--- src/common/uhtb_pkg.sv ---
// constants, field layout and types of the token and descriptor base register bank
// ****************************************************************
// Notes on behaviour
// - The token type field codes SETUP as 1101, IN as 1001 and OUT as 0001.
// - The token command register holds the token type in bits 7-4 and the endpoint in 3-0, both read/write.
// - The frame threshold is an 8-bit read/write count, typically 0x4A, 0x2A, 0x1A or 0x12 by packet size.
// - Bits 7-1 of page one hold base address bits 15:9 and bit 0 of page one reads zero.
// - Page two holds base address bits 23:16.
// - The base is 512-byte aligned, so its bits 8:0 are always zero.
// - Bits 31-8 of these registers read zero and ignore writes.
// - Every implemented field resets to zero.
// - Page three holds base address bits 31:24 and completes the 32-bit base.
// - The low speed bit of the address register selects low or full speed for the next token.
// ****************************************************************
package uhtb_pkg;

  // ****************************************************************
  // register map
  // ****************************************************************
  localparam logic [31:0] OFS_TOKEN = 32'h0000_0000;
  localparam logic [31:0] OFS_SOF = 32'h0000_0004;
  localparam logic [31:0] OFS_BASE_ONE = 32'h0000_0008;
  localparam logic [31:0] OFS_BASE_TWO = 32'h0000_000C;
  localparam logic [31:0] OFS_BASE_THREE = 32'h0000_0010;
  localparam logic [31:0] OFS_ADDR = 32'h0000_0014;
  localparam logic [31:0] OFS_CTRL = 32'h0000_0018;
  localparam int DEC_MSB = 4;
  localparam int DEC_LSB = 2;

  // ****************************************************************
  // fields and reset values
  // ****************************************************************
  localparam int TOK_PID_MSB = 7;
  localparam int TOK_PID_LSB = 4;
  localparam int TOK_EP_MSB = 3;
  localparam int TOK_EP_LSB = 0;
  localparam logic [3:0] PID_SETUP = 4'hD;
  localparam logic [3:0] PID_IN = 4'h9;
  localparam logic [3:0] PID_OUT = 4'h1;
  localparam logic [7:0] SOF_THR_64 = 8'h4A;
  localparam logic [7:0] SOF_THR_32 = 8'h2A;
  localparam logic [7:0] SOF_THR_16 = 8'h1A;
  localparam logic [7:0] SOF_THR_8 = 8'h12;
  localparam int BASE_ONE_MSB = 7;
  localparam int BASE_ONE_LSB = 1;
  localparam int ADDR_LS_BIT = 7;
  localparam int ADDR_DEV_MSB = 6;
  localparam int CTRL_HOST_BIT = 0;
  localparam int CTRL_BUSY_BIT = 1;
  localparam int CTRL_PEND_BIT = 2;
  localparam logic [8:0] BASE_ALIGN_ZERO = 9'h000;
  localparam logic [7:0] RST_BYTE = 8'h00;
  localparam logic [6:0] RST_SEVEN = 7'h00;
  localparam logic [3:0] RST_NIBBLE = 4'h0;
  localparam logic [1:0] RESP_OKAY = 2'h0;
  localparam logic [1:0] RESP_SLVERR = 2'h2;

  // ****************************************************************
  // timing
  // ****************************************************************
  localparam int CLOCK_MHZ = 10;
  localparam int BIT_RATE_MHZ = 12;
  localparam int FRAME_TIME_US = 1000;
  localparam int FRAME_BITS = FRAME_TIME_US * BIT_RATE_MHZ;
  // cycles between the extra bit time that keeps the count at bit rate
  localparam int EXTRA_BIT_CYCLES = CLOCK_MHZ / (BIT_RATE_MHZ - CLOCK_MHZ);
  localparam int BITS_W = 14;

  typedef enum logic [1:0] {
    TOK_IDLE,
    TOK_WAIT_ROOM,
    TOK_ACTIVE
  } uhtb_tok_state_t;

endpackage : uhtb_pkg

--- src/design/uhtb_regs.sv ---
// token command, frame threshold and descriptor base registers behind AXI4-Lite
`timescale 1ns/10ps
module uhtb_regs #(
  parameter int FRAME_BITS = uhtb_pkg::FRAME_BITS
) (
  input wire logic aclk,
  input wire logic aresetn,
  input wire logic [31:0] s_axi_awaddr,
  input wire logic [2:0] s_axi_awprot,
  input wire logic s_axi_awvalid,
  output logic s_axi_awready,
  input wire logic [31:0] s_axi_wdata,
  input wire logic [3:0] s_axi_wstrb,
  input wire logic s_axi_wvalid,
  output logic s_axi_wready,
  output logic [1:0] s_axi_bresp,
  output logic s_axi_bvalid,
  input wire logic s_axi_bready,
  input wire logic [31:0] s_axi_araddr,
  input wire logic [2:0] s_axi_arprot,
  input wire logic s_axi_arvalid,
  output logic s_axi_arready,
  output logic [31:0] s_axi_rdata,
  output logic [1:0] s_axi_rresp,
  output logic s_axi_rvalid,
  input wire logic s_axi_rready,
  output logic tx_start,
  output logic [3:0] tx_pid,
  output logic [3:0] tx_endp,
  output logic [6:0] tx_dev_addr,
  output logic tx_low_speed,
  input wire logic tx_done,
  output logic frame_start,
  output logic [31:0] descriptor_base
);

  // ****************************************************************
  // register storage
  // ****************************************************************
  logic [3:0] token_type_field_r;
  logic [3:0] token_endpoint_field_r;
  logic [7:0] frame_threshold_count_r;
  logic [6:0] descriptor_base_low_bits_r;
  logic [7:0] descriptor_base_mid_bits_r;
  logic [7:0] descriptor_base_high_bits_r;
  logic next_token_low_speed_r;
  logic [6:0] dev_addr_r;
  logic host_en_r;
  logic token_busy_r;
  uhtb_pkg::uhtb_tok_state_t tok_state_r;
  uhtb_pkg::uhtb_tok_state_t tok_state_nxt;

  // ****************************************************************
  // AXI4-Lite write path
  // ****************************************************************
  logic aw_full_r;
  logic w_full_r;
  logic [31:0] aw_addr_r;
  logic [31:0] w_data_r;
  logic [3:0] w_strb_r;
  logic wr_fire;
  logic wr_mapped;
  logic lane0;

  // awprot and arprot carry no meaning here
  assign wr_fire = aw_full_r && w_full_r && !s_axi_bvalid;
  assign lane0 = w_strb_r[0];

  always_comb begin
    wr_mapped = 1'b0;
    case (aw_addr_r)
      uhtb_pkg::OFS_TOKEN, uhtb_pkg::OFS_SOF, uhtb_pkg::OFS_BASE_ONE,
      uhtb_pkg::OFS_BASE_TWO, uhtb_pkg::OFS_BASE_THREE, uhtb_pkg::OFS_ADDR,
      uhtb_pkg::OFS_CTRL: wr_mapped = 1'b1;
      default: wr_mapped = 1'b0;
    endcase
  end

  always_ff @(posedge aclk) begin
    if (!aresetn) begin
      aw_full_r <= 1'b0;
      aw_addr_r <= 32'h0000_0000;
      s_axi_awready <= 1'b1;
    end else if (s_axi_awvalid && s_axi_awready) begin
      aw_full_r <= 1'b1;
      aw_addr_r <= s_axi_awaddr;
      s_axi_awready <= 1'b0;
    end else if (s_axi_bvalid && s_axi_bready) begin
      aw_full_r <= 1'b0;
      s_axi_awready <= 1'b1;
    end
  end

  always_ff @(posedge aclk) begin
    if (!aresetn) begin
      w_full_r <= 1'b0;
      w_data_r <= 32'h0000_0000;
      w_strb_r <= 4'h0;
      s_axi_wready <= 1'b1;
    end else if (s_axi_wvalid && s_axi_wready) begin
      w_full_r <= 1'b1;
      w_data_r <= s_axi_wdata;
      w_strb_r <= s_axi_wstrb;
      s_axi_wready <= 1'b0;
    end else if (s_axi_bvalid && s_axi_bready) begin
      w_full_r <= 1'b0;
      s_axi_wready <= 1'b1;
    end
  end

  always_ff @(posedge aclk) begin
    if (!aresetn) begin
      s_axi_bvalid <= 1'b0;
      s_axi_bresp <= uhtb_pkg::RESP_OKAY;
    end else if (wr_fire) begin
      s_axi_bvalid <= 1'b1;
      s_axi_bresp <= wr_mapped ? uhtb_pkg::RESP_OKAY : uhtb_pkg::RESP_SLVERR;
    end else if (s_axi_bready) begin
      s_axi_bvalid <= 1'b0;
    end
  end

  // ****************************************************************
  // register writes
  // ****************************************************************
  logic wr_token;
  logic wr_sof;
  logic wr_one;
  logic wr_two;
  logic wr_three;
  logic wr_addr;
  logic wr_ctrl;

  assign wr_token = wr_fire && lane0 && (aw_addr_r == uhtb_pkg::OFS_TOKEN);
  assign wr_sof = wr_fire && lane0 && (aw_addr_r == uhtb_pkg::OFS_SOF);
  assign wr_one = wr_fire && lane0 && (aw_addr_r == uhtb_pkg::OFS_BASE_ONE);
  assign wr_two = wr_fire && lane0 && (aw_addr_r == uhtb_pkg::OFS_BASE_TWO);
  assign wr_three = wr_fire && lane0 && (aw_addr_r == uhtb_pkg::OFS_BASE_THREE);
  assign wr_addr = wr_fire && lane0 && (aw_addr_r == uhtb_pkg::OFS_ADDR);
  assign wr_ctrl = wr_fire && lane0 && (aw_addr_r == uhtb_pkg::OFS_CTRL);

  // only bits 7:0 are stored anywhere, upper lanes fall away
  always_ff @(posedge aclk) begin
    if (!aresetn) begin
      token_type_field_r <= uhtb_pkg::RST_NIBBLE;
      token_endpoint_field_r <= uhtb_pkg::RST_NIBBLE;
    end else if (wr_token && !token_busy_r) begin
      // a write while busy is dropped so the launched token stays stable
      token_type_field_r <= w_data_r[uhtb_pkg::TOK_PID_MSB:uhtb_pkg::TOK_PID_LSB];
      token_endpoint_field_r <= w_data_r[uhtb_pkg::TOK_EP_MSB:uhtb_pkg::TOK_EP_LSB];
    end
  end

  always_ff @(posedge aclk) begin
    if (!aresetn) begin
      frame_threshold_count_r <= uhtb_pkg::RST_BYTE;
    end else if (wr_sof) begin
      frame_threshold_count_r <= w_data_r[7:0];
    end
  end

  always_ff @(posedge aclk) begin
    if (!aresetn) begin
      descriptor_base_low_bits_r <= uhtb_pkg::RST_SEVEN;
      descriptor_base_mid_bits_r <= uhtb_pkg::RST_BYTE;
      descriptor_base_high_bits_r <= uhtb_pkg::RST_BYTE;
    end else begin
      if (wr_one) begin
        descriptor_base_low_bits_r <=
          w_data_r[uhtb_pkg::BASE_ONE_MSB:uhtb_pkg::BASE_ONE_LSB];
      end
      if (wr_two) begin
        descriptor_base_mid_bits_r <= w_data_r[7:0];
      end
      if (wr_three) begin
        descriptor_base_high_bits_r <= w_data_r[7:0];
      end
    end
  end

  always_ff @(posedge aclk) begin
    if (!aresetn) begin
      next_token_low_speed_r <= 1'b0;
      dev_addr_r <= uhtb_pkg::RST_SEVEN;
      host_en_r <= 1'b0;
    end else begin
      if (wr_addr) begin
        next_token_low_speed_r <= w_data_r[uhtb_pkg::ADDR_LS_BIT];
        dev_addr_r <= w_data_r[uhtb_pkg::ADDR_DEV_MSB:0];
      end
      if (wr_ctrl) begin
        host_en_r <= w_data_r[uhtb_pkg::CTRL_HOST_BIT];
      end
    end
  end

  always_ff @(posedge aclk) begin
    if (!aresetn) begin
      descriptor_base <= 32'h0000_0000;
    end else begin
      descriptor_base <= {descriptor_base_high_bits_r, descriptor_base_mid_bits_r,
                          descriptor_base_low_bits_r, uhtb_pkg::BASE_ALIGN_ZERO};
    end
  end

  // ****************************************************************
  // AXI4-Lite read path
  // ****************************************************************
  logic [31:0] rd_word;
  logic rd_mapped;

  always_comb begin
    rd_word = 32'h0000_0000;
    rd_mapped = 1'b1;
    case (s_axi_araddr)
      uhtb_pkg::OFS_TOKEN: rd_word[7:0] = {token_type_field_r, token_endpoint_field_r};
      uhtb_pkg::OFS_SOF: rd_word[7:0] = frame_threshold_count_r;
      uhtb_pkg::OFS_BASE_ONE: rd_word[7:0] = {descriptor_base_low_bits_r, 1'b0};
      uhtb_pkg::OFS_BASE_TWO: rd_word[7:0] = descriptor_base_mid_bits_r;
      uhtb_pkg::OFS_BASE_THREE: rd_word[7:0] = descriptor_base_high_bits_r;
      uhtb_pkg::OFS_ADDR: rd_word[7:0] = {next_token_low_speed_r, dev_addr_r};
      uhtb_pkg::OFS_CTRL: begin
        rd_word[uhtb_pkg::CTRL_HOST_BIT] = host_en_r;
        rd_word[uhtb_pkg::CTRL_BUSY_BIT] = token_busy_r;
        rd_word[uhtb_pkg::CTRL_PEND_BIT] = (tok_state_r == uhtb_pkg::TOK_WAIT_ROOM);
      end
      default: rd_mapped = 1'b0;
    endcase
  end

  always_ff @(posedge aclk) begin
    if (!aresetn) begin
      s_axi_arready <= 1'b1;
      s_axi_rvalid <= 1'b0;
      s_axi_rdata <= 32'h0000_0000;
      s_axi_rresp <= uhtb_pkg::RESP_OKAY;
    end else if (s_axi_arvalid && s_axi_arready) begin
      s_axi_arready <= 1'b0;
      s_axi_rvalid <= 1'b1;
      s_axi_rdata <= rd_word;
      s_axi_rresp <= rd_mapped ? uhtb_pkg::RESP_OKAY : uhtb_pkg::RESP_SLVERR;
    end else if (s_axi_rvalid && s_axi_rready) begin
      s_axi_arready <= 1'b1;
      s_axi_rvalid <= 1'b0;
    end
  end

  // ****************************************************************
  // frame timing
  // ****************************************************************
  logic [uhtb_pkg::BITS_W-1:0] bits_left;
  logic frame_pulse;
  logic room_ok;

  uhtb_frame_timer #(
    .FRAME_BITS(FRAME_BITS)
  ) u_frame (
    .aclk(aclk),
    .aresetn(aresetn),
    .run(host_en_r),
    .bits_left(bits_left),
    .frame_start(frame_pulse)
  );

  // the start-of-frame slot itself is never used for a token
  assign room_ok = !frame_pulse &&
                   (bits_left >= {6'h00, frame_threshold_count_r});

  always_ff @(posedge aclk) begin
    if (!aresetn) begin
      frame_start <= 1'b0;
    end else begin
      frame_start <= frame_pulse;
    end
  end

  // ****************************************************************
  // token engine
  // ****************************************************************
  logic launch;

  assign launch = (tok_state_r == uhtb_pkg::TOK_WAIT_ROOM) && host_en_r && room_ok;

  always_comb begin
    tok_state_nxt = tok_state_r;
    case (tok_state_r)
      uhtb_pkg::TOK_IDLE: begin
        if (wr_token) begin
          tok_state_nxt = uhtb_pkg::TOK_WAIT_ROOM;
        end
      end
      uhtb_pkg::TOK_WAIT_ROOM: begin
        if (launch) begin
          tok_state_nxt = uhtb_pkg::TOK_ACTIVE;
        end
      end
      uhtb_pkg::TOK_ACTIVE: begin
        if (tx_done) begin
          tok_state_nxt = uhtb_pkg::TOK_IDLE;
        end
      end
      default: tok_state_nxt = uhtb_pkg::TOK_IDLE;
    endcase
  end

  always_ff @(posedge aclk) begin
    if (!aresetn) begin
      tok_state_r <= uhtb_pkg::TOK_IDLE;
      token_busy_r <= 1'b0;
    end else begin
      tok_state_r <= tok_state_nxt;
      token_busy_r <= (tok_state_nxt != uhtb_pkg::TOK_IDLE);
    end
  end

  // token type passes through unchanged; codes 1101/1001/0001 name SETUP/IN/OUT
  always_ff @(posedge aclk) begin
    if (!aresetn) begin
      tx_start <= 1'b0;
      tx_pid <= uhtb_pkg::RST_NIBBLE;
      tx_endp <= uhtb_pkg::RST_NIBBLE;
      tx_dev_addr <= uhtb_pkg::RST_SEVEN;
      tx_low_speed <= 1'b0;
    end else begin
      tx_start <= launch;
      if (launch) begin
        tx_pid <= token_type_field_r;
        tx_endp <= token_endpoint_field_r;
        tx_dev_addr <= dev_addr_r;
        tx_low_speed <= next_token_low_speed_r;
      end
    end
  end

endmodule : uhtb_regs

--- src/design/uhtb_frame_timer.sv ---
// frame bit-time down counter with start-of-frame pulse
`timescale 1ns/10ps
module uhtb_frame_timer #(
  parameter int FRAME_BITS = uhtb_pkg::FRAME_BITS
) (
  input wire logic aclk,
  input wire logic aresetn,
  input wire logic run,
  output logic [uhtb_pkg::BITS_W-1:0] bits_left,
  output logic frame_start
);

  localparam logic [uhtb_pkg::BITS_W-1:0] RELOAD = uhtb_pkg::BITS_W'(FRAME_BITS);
  localparam logic [2:0] EXTRA_LAST = 3'(uhtb_pkg::EXTRA_BIT_CYCLES - 1);
  localparam logic [uhtb_pkg::BITS_W-1:0] ONE = 14'h0001;
  localparam logic [uhtb_pkg::BITS_W-1:0] TWO = 14'h0002;

  logic [2:0] div_r;
  logic extra;
  logic [uhtb_pkg::BITS_W-1:0] step;

  // clock is slower than the bit rate, so some cycles take two bit times
  assign extra = (div_r == EXTRA_LAST);
  assign step = extra ? TWO : ONE;

  always_ff @(posedge aclk) begin
    if (!aresetn || !run) begin
      div_r <= 3'h0;
    end else if (extra) begin
      div_r <= 3'h0;
    end else begin
      div_r <= div_r + 3'h1;
    end
  end

  always_ff @(posedge aclk) begin
    if (!aresetn || !run) begin
      bits_left <= RELOAD;
      frame_start <= 1'b0;
    end else if (bits_left <= step) begin
      bits_left <= RELOAD;
      frame_start <= 1'b1;
    end else begin
      bits_left <= bits_left - step;
      frame_start <= 1'b0;
    end
  end

endmodule : uhtb_frame_timer

--- config.mk ---
export PLATFORM = sky130hd
export DESIGN_NAME = uhtb_regs
export DESIGN_NICKNAME = d
export VERILOG_FILES = /design/src/common/uhtb_pkg.sv /design/src/design/uhtb_regs.sv /design/src/design/uhtb_frame_timer.sv
export SDC_FILE = /design/constraint.sdc
export NUM_CORES = 1
export LEC_CHECK = 0
export ABC_AREA = 1
export BUFFER_PORTS_ARGS = -buffer_cell sky130_fd_sc_hd__buf_2
export CAP_MARGIN = 20
export CORE_ASPECT_RATIO = 2
export CORE_MARGIN = 1.5
export CORE_UTILIZATION = 52
export DETAILED_ROUTE_END_ITERATION = 8
export GPL_TIMING_DRIVEN = 1
export PLACE_DENSITY = 0.8
export SYNTH_ARGS = -nofsm -noshare
export SYNTH_HDL_FRONTEND = slang
export SYNTH_SLANG_ARGS = --single-unit
--- constraint.sdc ---
create_clock -name aclk -period 2.5 [get_ports aclk]
set_input_delay 0 -clock aclk [delete_from_list [all_inputs] [get_ports aclk]]
set_output_delay 0 -clock aclk [all_outputs]
set_load 0.01 [all_outputs]
Yosys cells after proc, flatten, opt, wreduce, memory -nomap -nowiden
Index checks and enable logic that the tools add are counted.
W data, S select, Z words.

storage, ports and cells
  output and inout bits = 91
  word-level logic and storage cells = 115
  flip-flop bits (word level) = 179

cells by class
  $add $sub $neg = 2
  multiplexer cells = 24
  equal/unequal tests = 15
  magnitude comparators = 2
  reductions and logical operators = 37

operators with widths
  cell                   number
  $eq A32 B5 Y1 const B  6
  $eq A32 B4 Y1 const B  4
  $eq A32 B3 Y1 const B  2
  $logic_not A32 Y1      2
  $pmux W5 S6            1
  $pmux W3 S7            1
  $logic_and A1 B1 Y1    19
  $mux W1                15
  $ge A14 B8 Y1          1
  $le A14 B14 Y1         1
  $reduce_or A7 Y1       2
  $sub A14 B14 Y14       1
  $mux W2                6
  $reduce_bool A2 Y1     5
  $pmux W2 S3            1
  $logic_not A1 Y1       5
  $reduce_or A2 Y1       2
  $add A3 B1 Y3 const B  1
  $eq A3 B3 Y1 const B   1
  $eq A2 B1 Y1 const B   1
  $eq A2 B2 Y1 const B   1
  $logic_not A2 Y1       1
  $logic_or A1 B1 Y1     1

Longest topological paths before layout
  depth in word-level cells = 7
  gate-level depth with buffers = 13

By module
Synthesis repeated with hierarchy kept, for this count alone.

second synthesis, totals
  cells, all modules = 1057
  area total of the unflattened synthesis = 7652.3 um^2

modules (own cells, without submodules)
  module            area each (um^2)  cells each  seq. area each (um^2)  instances
  uhtb_regs         6691.4            925         3002.9                 1
  uhtb_frame_timer  960.9             132         360.3                  1

Worst setup path before layout
Ideal clock, no wire load.

  kind = register -> register
  start = reg u_frame.div_r[0]
  end = reg u_frame.bits_left[11] (netlist name)
  period minus slack after synthesis = 2068 ps
  data arrival time = 1946 ps
  data required time = 2378 ps
  slack = 432 ps
  stages on the path, launching flop included = 12
  path through = dfxtp_1 -> inv_1 -> ha_1 -> nand2_1 -> ha_1 -> fa_1 -> nand2_1 -> a211oi_1 -> nor2_1 -> inv_1 -> nor2_1 -> o21ai_0

on the way
  cells in the longest elaborated chain, start to end = 4

RTL lines
  element                     line                    source
  from (decl)                 uhtb_frame_timer.sv:18  logic [2:0] div_r;
  from (signal assigned)      uhtb_frame_timer.sv:32  div_r <= div_r + 3'h1;
  $eq A3 B3 Y1 *              uhtb_frame_timer.sv:23  assign extra = (div_r == EXTRA_LAST);
  $mux W2 *                   uhtb_frame_timer.sv:24  assign step = extra ? TWO : ONE;
  $le A14 B14 Y1              uhtb_frame_timer.sv:40  end else if (bits_left <= step) begin
  $reduce_or A2 Y1 (no line)  --
  to (signal assigned)        uhtb_frame_timer.sv:44  bits_left <= bits_left - step;
  to (decl)                   uhtb_frame_timer.sv:9   output logic [uhtb_pkg::BITS_W-1:0] bits_left,

Mark *: on every way between the ends. The rest lies on a longest branch, timed or not.
A chain may end at the register's enable or synchronous reset.

Worst setup path in the final report
  start = reg u_frame.div_r[0]
  end = reg u_frame.bits_left[13] (netlist name)

The elaborated chain is that of the path after synthesis.

==> summary.txt <==
Detailed routing
  • Vias: 6,928
  • WL per Instance: 13.68 um
  • DRT iter0 DRCs: 375
  • Drt drc: 0
  • Post-DR vias/cell: 5.050
  • Post-route antenna net violation count: 0
  • Routed wire length: 18,780 um
  • Drt first pass iters: 6

Synthesis
  • Mapped Area: 0.007311 mm^2
  • Post-synthesis mux area share: 0%
  • Post-synth EDFFs: 0
  • Post-Synth Simple-Gate Area: 24.82%
  • Cells after Synth: 995
  • Post-synthesis sequential area ratio: 46.00%
  • Compound-gate portion of the synthesized area: 14.09%
  • Yosys warnings: 0
  • Syn Area/Cell: 7.347 um^2
  • Synth Area in Adders: 2.328%
  • Largest family of logic cells by synthesized area: simple AND/OR/NAND/NOR gates
  • Synth cell types: 38
  • XOR/XNOR share of the synthesized area: 0.5990%
  • Yosys reg bits: 168
  • Asr flop ratio synth: 0%
  • Ys flop type: dfxtp_1

Power and ir drop
  • Part of the power in registers: 47.3%
  • Sw frac: 26.33%
  • Clock network power share: 45.1%
  • PwrDens: 655.8 mW/mm^2
  • Worst vdd ir: 505.7 uV
  • Pleak: 4.148 nW
  • P_int: 4.390 mW
  • NetSw: 1.569 mW
  • Comb power frac: 7.5%

Finish
  • Fill count: 1,153
  • Area delta synth->final: 24.30%
  • Share of cells above drive strength 1: 17.24%
  • Finished Cell Area: 0.009087 mm^2
  • Nets: 1,297
  • Most frequent cells in the layout: dfxtp_1, nand2_1, nor2_1
  • Most common cell after layout, fill and taps aside: dfxtp_1
  • Diode count: 0
  • Util after Layout: 65.78%

Floorplanning
  • Starting Density: 52.92%
  • Die height: 170.7 um
  • Row count: 61
  • Total die area: 0.01482 mm^2
  • Chip Width: 86.84 um
  • Core ar.: 0.01381 mm^2
  • I/O Pins: 205

Worst setup path
  • Launch point of the worst reg-to-reg path: u_frame.div_r[0]$_SDFF_PP0_
  • WP data arrival: 2.54 ns
  • CP Capture Point: u_frame.bits_left[13]$_SDFF_PP1_
  • Crit path launch type: flop
  • Crit path from: u_frame.div_r[0]$_SDFF_PP0_
  • Crit-path max FO: 4
  • Crit Path Category: reg -> reg
  • R2r setup slk: 0.27 ns
  • R2r endpoint: u_frame.bits_left[13]$_SDFF_PP1_
  • Crit. End Element: flop
  • Worst r2r path cells: 12
  • Worst Path Required: 2.81 ns

STA
  • Slack of the critical path: 0.2679 ns
  • Slew Limit Headroom: 65.67%
  • Final setup fails: 0
  • Final Max Slew Viols: 0
  • Min Hold Slack: 0.04842 ns
  • Setup TNS Final: 0 ns
  • Clock skew: 0.01122 ns
  • Period minus WS final: 2.232 ns
  • F_max: 0.4480 GHz
  • Final worst path period share: 89.28%
  • Fin. Hold Viols: 0
  • RSZ-0062 raised after global routing: no
  • Slew at the pin closest to its max-slew limit: 0.5143 ns

GRT
  • Total gr overflow: 0
  • Vias in the first global route: 6,545
  • Largest net degree at the start of global routing: 67
  • Initial antenna violation count: 0
  • First-pass GRT wire length: 29,450 um
  • Total Routing Usage GR: 25.83%

Placement
  • Detailed placement HPWL: 13,150 um
  • Pre-CTS WS: 0.3196 ns
  • Port Buffer Count: 136
  • Routability cong.: 0.9704
  • Area post-placement: 0.008011 mm^2

Worst hold path
  • Hold depth: 4
  • HP Class: in -> reg

Clock network
  • CTS Buffer Depth: 2
  • CTS sink count: 168
  • Skew-Pair Late Insertion Delay: 0.43 ns
  • CTS tree: done
  • CTS resizes: 0
  • H-tree Lvls: 4
  • Clock root cell: clkbuf_16
  • Total CTS buffers: 17
  • CTS clk-pin slew, worst paths: 0.07 ns

Run
  • Max-cap violations: 0

Outcome
  • Status: complete, no violations
## area by class of cell
cell class / count / area (um^2) / share of cell area (%)
Timing Repair Buffer: 191 / 1219 / 13.41
Inverter: 121 / 454.2 / 4.998
Clock buffer: 17 / 425.4 / 4.681
Tap cell: 189 / 236.5 / 2.602
Clock inverter: 15 / 200.2 / 2.203
Multi-Input combinational cell: 671 / 3189 / 35.10
Sequential cell: 168 / 3363 / 37.01
## layer usage
layer / global-route usage (%) / vias to the layer above / wire (um)
met1: 22.57 / 3079 / 6333
met5: 0 / - / 0
met4: 17.74 / 0 / 1280
met3: 5.306 / 92 / 1068
met2: 50.05 / 302 / 10090
li1: - / 3455 / -
## kinds of logic (layout without fill, tap and decap cells)
family          count (synthesis)  in the layout
simple gates                  415            415
other cells                     1             35
buf+inv                       190            344
flops                         168            168
fa+ha+maj                      13             13
xor+xnor                        5              5
compound gates                203            203
## power by group through the flow
stage	logic, mW	clock network [mW]	registers [mW]
finish	0.450	2.69	2.82
global route	0.506	2.83	2.82
CTS	0.441	2.71	2.82
detailed placement	0.385	0	2.88
global placement	0.376	0	2.87
floorplan	0.292	0	2.86
## sequential cells by signal, summed over array words and instances (netlist names), 4 cells and up
name / flops
dev_addr_r: 7
w_data_r: 8
s_axi_rdata: 8
u_frame.bits_left: 14
token_endpoint_field_r: 4
token_type_field_r: 4
tx_dev_addr: 7
descriptor_base_mid_bits_r: 8
tx_pid: 4
descriptor_base: 23
descriptor_base_low_bits_r: 7
descriptor_base_high_bits_r: 8
aw_addr_r: 32
frame_threshold_count_r: 8
tx_endp: 4
## worst max-delay path: stages (launching register included)
cell,delay [ns]
dfxtp_1,0.36
inv_1,0.05
ha_1,0.18
nand2_1,0.12
ha_1,0.26
nand2_1,0.09
nand4_1,0.14
nor2_1,0.14
nand2_1,0.11
nor4_1,0.40
nand2_1,0.12
nand2_1,0.08
nand3_1,0.06
## synthesized netlist by cell type, types with 4 or more instances
cell type	count	area share, %
a21oi_1	90	6.2
buf_2	6	0.41
buf_4	36	3.7
buf_6	4	0.62
clkbuf_1	22	1.1
dfxtp_1	168	46
ha_1	12	2.1
inv_1	118	6.1
nand2_1	164	8.4
nand2_2	6	0.51
nand3_1	48	3.3
nand3b_1	4	0.41
nand4_1	9	0.77
nor2_1	157	8.1
nor2_2	6	0.51
nor3_1	4	0.27
o21ai_0	100	6.8
o21ai_1	5	0.34
o22ai_1	4	0.34
or2_2	4	0.34
## worst min-delay path by stage
stage	from	end
after floorplan	s_axi_rready	s_axi_rvalid$_SDFFE_PN0P_
after global placement	s_axi_wdata[7]	w_data_r[7]$_SDFFE_PN0P_
after detailed placement	s_axi_wdata[7]	w_data_r[7]$_SDFFE_PN0P_
after CTS	s_axi_arvalid	s_axi_rdata[2]$_SDFFE_PN0P_
after global routing	s_axi_arvalid	s_axi_rdata[0]$_SDFFE_PN0P_
final	s_axi_arvalid	s_axi_rdata[2]$_SDFFE_PN0P_
## timing repair
item | CTS | global route
hold buffers | 45 | 0
setup buffers | 0 | 0
hold endpoints to repair | 54 | 0
## metrics by stage
step / total power [mW] / instances
global placement: 3.249 / 1295
CTS: 5.967 / 1372
finish: 5.959 / 1372
global route: 6.165 / 1372
floorplan: 3.150 / 1029
detailed placement: 3.262 / 1295
Note: power is estimated with default switching activity, not from simulation.
